$ cat config.mk
export PLATFORM = sky130hd
export DESIGN_NAME = pmrs_sequencer
export DESIGN_NICKNAME = d
export VERILOG_FILES = /design/src/logic/pmrs_pkg.sv /design/src/logic/pmrs_sequencer.sv
export SDC_FILE = /design/constraint.sdc
export NUM_CORES = 1
export LEC_CHECK = 0
export BUFFER_PORTS_ARGS = -buffer_cell sky130_fd_sc_hd__buf_2
export CAP_MARGIN = 15
export CELL_PAD_IN_SITES_DETAIL_PLACEMENT = 0
export CELL_PAD_IN_SITES_GLOBAL_PLACEMENT = 1
export CORE_ASPECT_RATIO = 0.5
export CORE_MARGIN = 2
export CORE_UTILIZATION = 40
export CTS_BUF_LIST = sky130_fd_sc_hd__clkbuf_4 sky130_fd_sc_hd__clkbuf_8 sky130_fd_sc_hd__clkbuf_16
export DETAILED_ROUTE_END_ITERATION = 8
export PLACE_DENSITY = 0.88
export SYNTH_ARGS = -nofsm -noshare
export SYNTH_HDL_FRONTEND = slang
export SYNTH_SLANG_ARGS = --single-unit
$ cat constraint.sdc
create_clock -name mclk -period 3.5 [get_ports mclk]
set_clock_uncertainty 0.2 [all_clocks]
set_input_delay 0.525 -clock mclk [delete_from_list [all_inputs] [get_ports mclk]]
set_output_delay 0.525 -clock mclk [all_outputs]
set_load 0.01 [all_outputs]
$ cat src/logic/pmrs_pkg.sv
/*
 Constants for the power, clock and reset sequencer: register offsets,
 field positions, reset values, state codes and timing counts.
 Assumes a 10 MHz always-on sequencer clock.
*/
package pmrs_pkg;
    // register byte offsets
    localparam logic [7:0] OFS_PLL_CTRL = 8'h00;
    localparam logic [7:0] OFS_PLL_CFG = 8'h04;
    localparam logic [7:0] OFS_CLK_SRC = 8'h08;
    localparam logic [7:0] OFS_CPU_DIV = 8'h0C;
    localparam logic [7:0] OFS_USB_DIV = 8'h10;
    localparam logic [7:0] OFS_PWR_MODE = 8'h14;
    localparam logic [7:0] OFS_STATUS = 8'h18;
    localparam logic [7:0] OFS_PCLK_EN = 8'h1C;
    localparam logic [7:0] OFS_MEM_MAP = 8'h20;
    localparam logic [7:0] OFS_BOD_STAT = 8'h24;
    // field positions
    localparam int PLL_EN_BIT = 0;
    localparam int PLL_CONN_BIT = 1;
    localparam int PLL_N_LSB = 0;
    localparam int PLL_M_LSB = 8;
    // reset values and the debug lock signature
    localparam logic [7:0] PLL_N_RST = 8'h00;
    localparam logic [14:0] PLL_M_RST = 15'h0000;
    localparam logic [31:0] PCLK_EN_RST = 32'hFFFF_FFFF;
    localparam logic [31:0] DEBUG_SIG = 32'h8765_4321;
    // clock sources and vector maps
    localparam logic [1:0] SRC_RC = 2'h0;
    localparam logic [1:0] SRC_MAIN = 2'h1;
    localparam logic [1:0] SRC_RTC = 2'h2;
    localparam logic [1:0] MAP_BOOT = 2'h0;
    localparam logic [1:0] MAP_SRAM = 2'h1;
    localparam logic [1:0] MAP_EXT = 2'h2;
    // power mode commands
    localparam logic [1:0] CMD_IDLE = 2'h1;
    localparam logic [1:0] CMD_SLEEP = 2'h2;
    localparam logic [1:0] CMD_PDOWN = 2'h3;
    typedef enum logic [2:0] {
        ST_RESET = 3'b000,
        ST_RUN = 3'b001,
        ST_IDLE = 3'b010,
        ST_SLEEP = 3'b011,
        ST_PDOWN = 3'b100,
        ST_WAKE_OSC = 3'b101,
        ST_WAKE_RES = 3'b110
    } pmrs_state_e;
    // timing
    localparam int CLK_PERIOD_NS = 100;
    localparam int RC_START_NS = 60000;
    localparam int FLASH_START_NS = 100000;
    localparam logic [11:0] RC_START_CYC = 12'((RC_START_NS + CLK_PERIOD_NS - 1) / CLK_PERIOD_NS);
    localparam logic [11:0] FLASH_CYC = 12'((FLASH_START_NS + CLK_PERIOD_NS - 1) / CLK_PERIOD_NS);
    localparam logic [11:0] RC_WAKE_CYC = 12'h004;
    localparam logic [12:0] XTAL_WAKE_CYC = 13'h1000;
    localparam logic [7:0] RST_CLKS = 8'h10;
endpackage

$ cat src/logic/pmrs_sequencer.sv
/*
 Power mode, clock and reset sequencer: reset combining and release,
 idle/sleep/power-down control with wake timing, synthesizer control
 register, flash wake timer, brownout warning, debug lock, vector map.
 Assumes asynchronous sources come straight from pins or analog blocks,
 and that boot code, watchdog and interrupt logic run on mclk.
*/
// Local design decisions: the plain strobed port and the register addresses.
`timescale 1ns/10ps
module pmrs_sequencer (
    // clock and reset
    input wire logic mclk,
    input wire logic rst_n,
    // register port
    input wire logic [7:0] reg_addr,
    input wire logic [31:0] reg_wdata,
    input wire logic reg_wr,
    input wire logic reg_rd,
    output logic [31:0] reg_rdata,
    // asynchronous sources
    input wire logic reset_pin_n,
    input wire logic por_active,
    input wire logic bod_reset,
    input wire logic bod_warn,
    input wire logic osc_running,
    input wire logic pll_lock,
    input wire logic wake_irq,
    // same-domain sources
    input wire logic wdt_reset,
    input wire logic irq_pending,
    input wire logic flash_init_done,
    input wire logic boot_check_valid,
    input wire logic boot_checksum_ok,
    input wire logic [31:0] boot_sig_word,
    input wire logic chip_erase_done,
    // power and clock controls
    output logic sys_reset_n,
    output logic cpu_run,
    output logic periph_clk_run,
    output logic irc_out_en,
    output logic irc_power,
    output logic flash_power,
    output logic flash_access_ok,
    output logic rtc_osc_run,
    // synthesizer and dividers
    output logic pll_enable,
    output logic pll_connect,
    output logic [7:0] pll_pre_div,
    output logic [14:0] pll_mult,
    output logic [1:0] clk_src,
    output logic [7:0] cpu_clk_div,
    output logic [3:0] usb_clk_div,
    // misc system control
    output logic [31:0] periph_clk_en,
    output logic [1:0] vec_map,
    output logic debug_enable,
    output logic bod_irq
);
    pmrs_pkg::pmrs_state_e state;
    logic [6:0] a_s1;
    logic [6:0] a_s2;
    logic pin_n_s, por_s, bod_rst_s, bod_warn_s, osc_s, lock_s, wake_s;
    logic src_any;
    logic [7:0] rst_cnt;
    logic [12:0] wake_cnt;
    logic [11:0] fl_cnt;
    logic pll_conn_req;
    logic was_rc;
    logic bod_flag;
    logic debug_locked;
    logic pwr_cmd;
    logic wr_hit_bod;
    logic low_power;

    // pins pass two flops; only the second stage is read
    always_ff @(posedge mclk) begin
        if (!rst_n) begin
            a_s1 <= 7'h01;
            a_s2 <= 7'h01;
        end else begin
            a_s1 <= {wake_irq, pll_lock, osc_running, bod_warn, bod_reset, por_active, reset_pin_n};
            a_s2 <= a_s1;
        end
    end
    assign {wake_s, lock_s, osc_s, bod_warn_s, bod_rst_s, por_s, pin_n_s} = a_s2;

    // brownout reset simply persists while its detector holds it
    assign src_any = !pin_n_s | por_s | bod_rst_s | wdt_reset;

    // reset release waits on all conditions; counter restarts on any source
    always_ff @(posedge mclk) begin
        if (!rst_n) begin
            rst_cnt <= 8'h00;
            sys_reset_n <= 1'b0;
        end else if (src_any) begin
            rst_cnt <= 8'h00;
            sys_reset_n <= 1'b0;
        end else if (!sys_reset_n) begin
            if (osc_s && rst_cnt != pmrs_pkg::RST_CLKS) begin
                rst_cnt <= rst_cnt + 8'h01;
            end
            if (osc_s && rst_cnt == pmrs_pkg::RST_CLKS && flash_init_done) begin
                sys_reset_n <= 1'b1;
            end
        end
    end

    assign pwr_cmd = reg_wr && reg_addr == pmrs_pkg::OFS_PWR_MODE && state == pmrs_pkg::ST_RUN;
    assign low_power = state == pmrs_pkg::ST_SLEEP || state == pmrs_pkg::ST_PDOWN;

    // power mode state machine
    always_ff @(posedge mclk) begin
        if (!rst_n || !sys_reset_n) begin
            state <= pmrs_pkg::ST_RESET;
            wake_cnt <= 13'h0000;
            was_rc <= 1'b1;
        end else begin
            case (state)
                pmrs_pkg::ST_RESET: begin
                    state <= pmrs_pkg::ST_RUN;
                end
                pmrs_pkg::ST_RUN: begin
                    if (pwr_cmd) begin
                        was_rc <= clk_src == pmrs_pkg::SRC_RC;
                        case (reg_wdata[1:0])
                            pmrs_pkg::CMD_IDLE: state <= pmrs_pkg::ST_IDLE;
                            pmrs_pkg::CMD_SLEEP: state <= pmrs_pkg::ST_SLEEP;
                            pmrs_pkg::CMD_PDOWN: state <= pmrs_pkg::ST_PDOWN;
                            default: state <= pmrs_pkg::ST_RUN;
                        endcase
                    end
                end
                pmrs_pkg::ST_IDLE: begin
                    if (irq_pending || wake_s) begin
                        state <= pmrs_pkg::ST_RUN;
                    end
                end
                pmrs_pkg::ST_SLEEP: begin
                    // only clockless wake sources can end sleep
                    if (wake_s) begin
                        state <= pmrs_pkg::ST_WAKE_RES;
                        wake_cnt <= was_rc ? 13'(pmrs_pkg::RC_WAKE_CYC - 12'h001)
                                           : pmrs_pkg::XTAL_WAKE_CYC - 13'h0001;
                    end
                end
                pmrs_pkg::ST_PDOWN: begin
                    if (wake_s) begin
                        state <= pmrs_pkg::ST_WAKE_OSC;
                        wake_cnt <= 13'(pmrs_pkg::RC_START_CYC - 12'h001);
                    end
                end
                pmrs_pkg::ST_WAKE_OSC: begin
                    if (wake_cnt == 13'h0000) begin
                        state <= pmrs_pkg::ST_WAKE_RES;
                        wake_cnt <= 13'(pmrs_pkg::RC_WAKE_CYC - 12'h001);
                    end else begin
                        wake_cnt <= wake_cnt - 13'h0001;
                    end
                end
                pmrs_pkg::ST_WAKE_RES: begin
                    if (wake_cnt == 13'h0000) begin
                        state <= pmrs_pkg::ST_RUN;
                    end else begin
                        wake_cnt <= wake_cnt - 13'h0001;
                    end
                end
                default: state <= pmrs_pkg::ST_RESET;
            endcase
        end
    end

    // flash timer reloads throughout power-down, counts after wake
    always_ff @(posedge mclk) begin
        if (!rst_n) begin
            fl_cnt <= 12'h000;
        end else if (state == pmrs_pkg::ST_PDOWN) begin
            fl_cnt <= pmrs_pkg::FLASH_CYC;
        end else if (fl_cnt != 12'h000) begin
            fl_cnt <= fl_cnt - 12'h001;
        end
    end

    assign cpu_run = state == pmrs_pkg::ST_RUN;
    assign periph_clk_run = state == pmrs_pkg::ST_RUN || state == pmrs_pkg::ST_IDLE
                            || state == pmrs_pkg::ST_WAKE_RES;
    assign irc_out_en = !low_power && state != pmrs_pkg::ST_WAKE_OSC;
    assign irc_power = state != pmrs_pkg::ST_PDOWN;
    assign flash_power = state != pmrs_pkg::ST_PDOWN;
    assign flash_access_ok = flash_power && fl_cnt == 12'h000 && sys_reset_n;
    assign rtc_osc_run = 1'b1;
    // connect only takes effect once the lock is seen
    assign pll_connect = pll_enable && pll_conn_req && lock_s;

    // synthesizer control; hardware only ever turns it off
    always_ff @(posedge mclk) begin
        if (!rst_n || !sys_reset_n || low_power) begin
            pll_enable <= 1'b0;
            pll_conn_req <= 1'b0;
        end else if (reg_wr && reg_addr == pmrs_pkg::OFS_PLL_CTRL) begin
            pll_enable <= reg_wdata[pmrs_pkg::PLL_EN_BIT];
            pll_conn_req <= reg_wdata[pmrs_pkg::PLL_CONN_BIT];
        end
    end

    // stored as value minus one, giving 1..256 and 1..32768
    always_ff @(posedge mclk) begin
        if (!rst_n) begin
            pll_pre_div <= pmrs_pkg::PLL_N_RST;
            pll_mult <= pmrs_pkg::PLL_M_RST;
        end else if (reg_wr && reg_addr == pmrs_pkg::OFS_PLL_CFG) begin
            pll_pre_div <= reg_wdata[pmrs_pkg::PLL_N_LSB +: 8];
            pll_mult <= reg_wdata[pmrs_pkg::PLL_M_LSB +: 15];
        end
    end

    // dividers cleared in sleep and power-down; source forced to RC in power-down only
    always_ff @(posedge mclk) begin
        if (!rst_n || !sys_reset_n) begin
            clk_src <= pmrs_pkg::SRC_RC;
            cpu_clk_div <= 8'h00;
            usb_clk_div <= 4'h0;
        end else if (low_power) begin
            cpu_clk_div <= 8'h00;
            usb_clk_div <= 4'h0;
            if (state == pmrs_pkg::ST_PDOWN) begin
                clk_src <= pmrs_pkg::SRC_RC;
            end
        end else if (reg_wr) begin
            if (reg_addr == pmrs_pkg::OFS_CLK_SRC) begin
                clk_src <= reg_wdata[1:0];
            end
            if (reg_addr == pmrs_pkg::OFS_CPU_DIV) begin
                cpu_clk_div <= reg_wdata[7:0];
            end
            if (reg_addr == pmrs_pkg::OFS_USB_DIV) begin
                usb_clk_div <= reg_wdata[3:0];
            end
        end
    end

    // gating and vector map return to defaults on any chip reset
    always_ff @(posedge mclk) begin
        if (!rst_n || !sys_reset_n) begin
            periph_clk_en <= pmrs_pkg::PCLK_EN_RST;
            vec_map <= pmrs_pkg::MAP_BOOT;
        end else if (reg_wr) begin
            if (reg_addr == pmrs_pkg::OFS_PCLK_EN) begin
                periph_clk_en <= reg_wdata;
            end
            if (reg_addr == pmrs_pkg::OFS_MEM_MAP && reg_wdata[1:0] != 2'h3) begin
                vec_map <= reg_wdata[1:0];
            end
        end
    end

    // sticky warning, write one clears; a new warning beats the clear
    assign wr_hit_bod = reg_wr && reg_addr == pmrs_pkg::OFS_BOD_STAT && reg_wdata[0];
    always_ff @(posedge mclk) begin
        if (!rst_n) begin
            bod_flag <= 1'b0;
        end else if (bod_warn_s) begin
            bod_flag <= 1'b1;
        end else if (wr_hit_bod) begin
            bod_flag <= 1'b0;
        end
    end
    assign bod_irq = bod_flag;

    // lock survives chip resets; only an erase or rst_n unlocks
    always_ff @(posedge mclk) begin
        if (!rst_n) begin
            debug_locked <= 1'b0;
        end else if (boot_check_valid && boot_checksum_ok
                     && boot_sig_word == pmrs_pkg::DEBUG_SIG) begin
            debug_locked <= 1'b1;
        end else if (chip_erase_done) begin
            debug_locked <= 1'b0;
        end
    end
    assign debug_enable = !debug_locked;

    // read data in the cycle after the strobe, zero otherwise
    always_ff @(posedge mclk) begin
        if (!rst_n || !reg_rd) begin
            reg_rdata <= 32'h0000_0000;
        end else begin
            case (reg_addr)
                pmrs_pkg::OFS_PLL_CTRL: reg_rdata <= {29'h0000_0000, lock_s, pll_conn_req,
                                                      pll_enable};
                pmrs_pkg::OFS_PLL_CFG: reg_rdata <= {9'h000, pll_mult, pll_pre_div};
                pmrs_pkg::OFS_CLK_SRC: reg_rdata <= {30'h0000_0000, clk_src};
                pmrs_pkg::OFS_CPU_DIV: reg_rdata <= {24'h00_0000, cpu_clk_div};
                pmrs_pkg::OFS_USB_DIV: reg_rdata <= {28'h000_0000, usb_clk_div};
                pmrs_pkg::OFS_STATUS: reg_rdata <= {26'h000_0000, debug_locked,
                                                    flash_access_ok, pll_connect, state};
                pmrs_pkg::OFS_PCLK_EN: reg_rdata <= periph_clk_en;
                pmrs_pkg::OFS_MEM_MAP: reg_rdata <= {30'h0000_0000, vec_map};
                pmrs_pkg::OFS_BOD_STAT: reg_rdata <= {30'h0000_0000, bod_warn_s, bod_flag};
                default: reg_rdata <= 32'h0000_0000;
            endcase
        end
    end
endmodule

# Yosys cells after proc, flatten, opt, wreduce, memory -nomap -nowiden
# Cells that the tools add are included.
# op_classes
muxes,27
addsub,3
n_reduce_logical,54
bitwise,5
eq_ne,32
# ops
cell,count
$pmux W32 S9,1
$mux W13,4
$pmux W13 S4,1
$eq A8 B5 Y1 const B,5
$eq A32 B32 Y1 const B,1
$pmux W3 S7,1
$mux W10,2
$mux W3,6
$logic_and A1 B1 Y1,17
$eq A8 B4 Y1 const B,2
$eq A8 B6 Y1 const B,2
$ne A2 B2 Y1 const B,7
$logic_not A13 Y1,1
$sub A13 B1 Y13 const B,1
$logic_not A12 Y1,1
$mux W12,1
$reduce_and A2 Y1,6
$reduce_bool A12 Y1,1
$sub A12 B1 Y12 const B,1
$reduce_bool A2 Y1,5
$eq A3 B3 Y1 const B,3
$pmux W3 S3,1
$add A8 B1 Y8 const B,1
$eq A8 B3 Y1 const B,1
21 further kinds,49
# totals
word_cells,142
inputBits,89
regBits,159
out_inout_bits,115

# Longest topological paths before layout
# depth
ltp_word,5
mapped_depth,9

# Worst setup path before layout
# Ideal clock, no wire load.
# synth_path
path_kind,in2reg
startpoint,input port reg_addr[4]
endpoint,register periph_clk_en[10]
setup_slack_ps,1187
t_arrival_ps,1976
setup_ps,137
path_buffers,2
required_ps,3163
stages,7
path_cell_list,buf_2 -> or4b_4 -> nor3_2 -> nand2_1 -> buf_2 -> nand2_1 -> nand3_1
# synth_via
elab_chain_cells,2
# synth_rtl
element,line_no,source
start: declaration,pmrs_sequencer.sv:15,"input wire logic [7:0] reg_addr,"
$eq A8 B5 Y1,pmrs_sequencer.sv:247,if (reg_addr == pmrs_pkg::OFS_PCLK_EN) begin
$reduce_and A2 Y1 (no line),-,
end signal: assignment,pmrs_sequencer.sv:244,periph_clk_en <= pmrs_pkg::PCLK_EN_RST;
end signal: assignment,pmrs_sequencer.sv:248,periph_clk_en <= reg_wdata;
end: declaration,pmrs_sequencer.sv:54,"output logic [31:0] periph_clk_en,"
# No other way between the ends.
# A chain may end at the register's enable or synchronous reset.

# Final worst setup path
# layout_path
startpoint,register fl_cnt[3]
endpoint,output port flash_access_ok
# layout_via
elab_chain_cells,3
# layout_rtl
element,line_no,source
start: declaration,pmrs_sequencer.sv:66,logic [11:0] fl_cnt;
start signal: assignment,pmrs_sequencer.sv:177,fl_cnt <= pmrs_pkg::FLASH_CYC;
start signal: assignment,pmrs_sequencer.sv:179,fl_cnt <= fl_cnt - 12'h001;
$logic_not A12 Y1,pmrs_sequencer.sv:189,assign flash_access_ok = flash_power && fl_cnt == 12'h000 && sys_reset_n;
$logic_and A1 B1 Y1 (2 in series),pmrs_sequencer.sv:189,
end: declaration,pmrs_sequencer.sv:43,"output logic flash_access_ok,"
# No other way between the ends.

==> results.md <==
Global routing:
- After global routing the overflow that remains totals 0.
- The overall routing resource usage is 21.9%.
- The number of antenna violations at the first check in global routing is 0.
- The maximum number of pins on one net before global-route repair is 33.
- The via count of the first global-routing pass is 5970.
- The first global-routing pass estimated 31000 um of wire.

Synth:
- The total nets after synthesis is 899.
- The sequential cell area fraction in the yosys report is 47.5%.
- The average instance in the mapped netlist occupies 8.37 sq um.
- The instance count of the mapped netlist is 801.
- The number of distinct library cell variants in the gate-level netlist after synthesis is 64.
- After synthesis the cells add up to 0.00670 sq mm.
- The number of enable-type register cells in the synthesized netlist is 0.
- Of all flip-flops after synthesis, the portion carrying an async set or reset was 0%.
- Among all flip-flop cells after synthesis, the most frequent one is sky130_fd_sc_hd__dfxtp_1.
- After synthesis the netlist holds a flip-flop and latch count of 159.
- The total number of yosys warnings is 0.

Cells and area:
- The number of antenna diodes in the final layout is 0.
- The post-route netlist has 26.4% of its cells at a drive strength greater than 1.
- After the flow finishes, the layout carries non-filler instances totaling 1232.
- The top cell types in the final layout, fill and taps aside, are 202 x sky130_fd_sc_hd__buf_2, 159 x sky130_fd_sc_hd__dfxtp_1, 153 x sky130_fd_sc_hd__nand2_1.
- Compared with the post-synthesis result, the final layout area differs by 27.5%.
- The library cell used most frequently in the layout, excluding fill and tap cells, is sky130_fd_sc_hd__buf_2.
- For this run, the post-layout net count is 1090.
- The final instance area is 0.00855 sq mm.

Timing:
- The number of slew-limit violations in the final report was 0.
- The number of failing hold endpoints at the final stage is 0.
- The slew at the pin closest to its max-slew limit is 0.955 ns.
- The worst slew margin relative to its limit is 36.2%.
- Setup total negative slack on the finished layout was measured at 0 ns.
- For the finished layout, the period the worst path requires is 2.87 ns.
- Setup violations remaining at the end of the flow were counted as 0.
- The setup slack of the critical path after layout is 0.625 ns.
- The maximum clock frequency is 348 MHz.
- Setup repair after global routing left no endpoint under its margin.
- The worst path uses 82.1% of the clock period.

Worst setup path:
- The cell with the largest stage delay on the worst path is sky130_fd_sc_hd__nor4_1.
- Counting both buffers and inverters, the worst setup path holds a total of 1.
- The maximum fanout along the worst path is 7.
- STA classifies the critical path endpoint as an output pin.
- The data required time at the worst endpoint is 2.77 ns.
- The startpoint kind of the worst setup timing path is a register.
- At the worst endpoint, the arrival time is 2.15 ns.
- The critical path goes through nor4_1 -> nand4_1 -> nor3_1 -> buf_2.
- The family with the most delay on the worst path is simple AND/OR/NAND/NOR gates.
- The worst setup path is of the reg -> out kind.
- The minimum setup slack among reg-to-reg paths is 0.83 ns.
- The largest stage delay on the critical path is 0.56 ns.

Place:
- Summing all placed instances gives a cell area of 0.00792 sq mm.
- The worst setup slack after placement is 0.720 ns.
- The cell count after placement is 1200.
- Routability-driven placement finished with a final weighted congestion of 0.876.
- During placement, the flow inserted port buffers numbering 202.
- The estimated wirelength of the detail-placed design is 13900 um.

Job:
- The number of maximum-capacitance violations is 0.

Clock network:
- In this run, CTS created clock tree buffers numbering 17.
- Clock-pin slew was measured on the worst setup and hold paths at 0.07 ns.
- The number of buffers inserted by hold repair at cts is 0.
- The count of instances resized after the clock tree is built is 0.
- The tree is rooted in a sky130_fd_sc_hd__clkbuf_16.
- The clock drives 159 sinks.
- The clock passes through at most 2 buffers.
- The total number of H-tree levels is 4.
- The number of setup buffers added after CTS is 0.
- TritonCTS built the clock tree.
- At the later pin of the worst-skew pair, clock insertion delay measures 0.42 ns.

Pwr:
- The total power draw is 0.00426 W.
- The leakage power of the design is 3.62 nW.
- The total power divided by cell area is 498 mW/mm^2.
- The peak supply drop is 325 uV.

Routing:
- For this run, design rule violations remaining after detail routing come to 0.
- The via density per instance is 5.18.
- The total detailed-routing wirelength is 19300 um.
- The first TritonRoute pass finished after 5 iterations.
- The first routing iteration left 322 violations.
- The total vias in the final route is 6376.
- After detailed routing, the average wire length per cell comes to 15.6 um.
- The count of nets left with antenna violations once routing finished came out at 0.

Die:
- During I/O placement, the number of pins put on the boundary was 204.
- The area of the placeable core is 0.0164 sq mm.
- After floorplanning, the core was divided into 33 placement rows.
- The die area is 0.0179 sq mm.
- The initial standard-cell utilization of the core is 40.9%.
- The chip width is 187 um.
- From bottom edge to top edge, the die measures 95.5 um.

Hold path:
- The worst hold path belongs to the class in -> reg.

Outcome:
- The run finished with clean final reports.
[per-layer routing]
metal	share of wire, %	GRT usage [%]	vias up
met5	0	0	-
met4	1.4	6.94	0
met3	4.5	3.94	20
met2	49	38.0	168
met1	45	28.2	2998
li1	-	-	3190
[cells in the mapped netlist, types with 8 or more instances]
| library cell | count | share of area, % |
|---|---|---|
| sky130_fd_sc_hd__a21oi_1 | 71 | 5.3 |
| sky130_fd_sc_hd__a22oi_1 | 26 | 2.9 |
| sky130_fd_sc_hd__a31oi_1 | 12 | 1.1 |
| sky130_fd_sc_hd__and2_1 | 24 | 2.2 |
| sky130_fd_sc_hd__and3_1 | 8 | 0.75 |
| sky130_fd_sc_hd__buf_2 | 16 | 1.2 |
| sky130_fd_sc_hd__clkbuf_1 | 28 | 1.6 |
| sky130_fd_sc_hd__dfxtp_1 | 159 | 47 |
| sky130_fd_sc_hd__ha_1 | 9 | 1.7 |
| sky130_fd_sc_hd__inv_1 | 15 | 0.84 |
| sky130_fd_sc_hd__nand2_1 | 153 | 8.6 |
| sky130_fd_sc_hd__nand2b_1 | 9 | 0.84 |
| sky130_fd_sc_hd__nand3_1 | 49 | 3.7 |
| sky130_fd_sc_hd__nand4_1 | 10 | 0.93 |
| sky130_fd_sc_hd__nor2_1 | 61 | 3.4 |
| sky130_fd_sc_hd__nor2b_1 | 9 | 0.84 |
| sky130_fd_sc_hd__nor3_1 | 15 | 1.1 |
| sky130_fd_sc_hd__o21ai_0 | 13 | 0.97 |
| sky130_fd_sc_hd__xor2_1 | 10 | 1.3 |
[area by class of cell]
cell class / instances / area, sq um
clock buffer: 17 / 425
clock inverter: 15 / 200
fill: 1557 / 7840
inverter: 16 / 60.1
multi-input combinational: 579 / 3260
sequential: 159 / 3180
tap: 227 / 284
timing repair buffer: 219 / 1140
[logic make-up (layout without fill, tap and decap cells)]
| family | Yosys count | in the layout | synth area share [%] |
|---|---|---|---|
| AOI/OAI and AO/OA | 161 | 161 | 15.3 |
| DFF | 159 | 159 | 47.5 |
| muxes | 8 | 8 | 1.21 |
| adders and majority gates | 9 | 9 | 1.68 |
| buffers and inverters | 63 | 267 | 4.05 |
| and+or+nand+nor | 387 | 387 | 28.5 |
| other | 1 | 1 | 0.0559 |
| xor gates and xnor gates | 13 | 13 | 1.70 |
[state kept, by name, indices dropped and copies added, names as in the netlist, 2 cells and up]
signal	cells
wake_cnt	13
pll_pre_div	8
a_s1	7
periph_clk_en	32
cpu_clk_div	8
state	3
a_s2	7
reg_rdata	32
rst_cnt	8
clk_src	2
usb_clk_div	4
fl_cnt	12
vec_map	2
pll_mult	15
[through the flow]
stage               util, %  hold WS [ns]
finish                 52.2        0.0888
global route           52.2        0.0987
CTS                    52.2        0.0794
detailed placement     48.3         0.197
global placement       48.3         0.189
floorplan                 -         0.186
[where the power goes]
group          internal [W]  switching, W
Sequential          0.00187     0.0000520
Clock               0.00103      0.000873
Combinational      0.000196      0.000235
[worst register-to-register path: cells and delay by family, from the launching register on]
family	cells	cell delay [ns]
adder cells (fa/ha/maj)	1	0.15
AND/OR/NAND/NOR	4	1.32
buffers and inverters	1	0.11
flip-flops	1	0.34
AO/OA/AOI/OAI	1	0.40
[final timing paths]
path,endpoint,startpoint,depth (start not counted)
hold reg to reg,a_s2[0],a_s1[0],1
setup reg to reg,wake_cnt[9],wake_cnt[0],7
hold / removal,a_s1[0],reset_pin_n,2
setup / recovery,flash_access_ok,fl_cnt[3],4
Power figures use the tool's default switching activity.
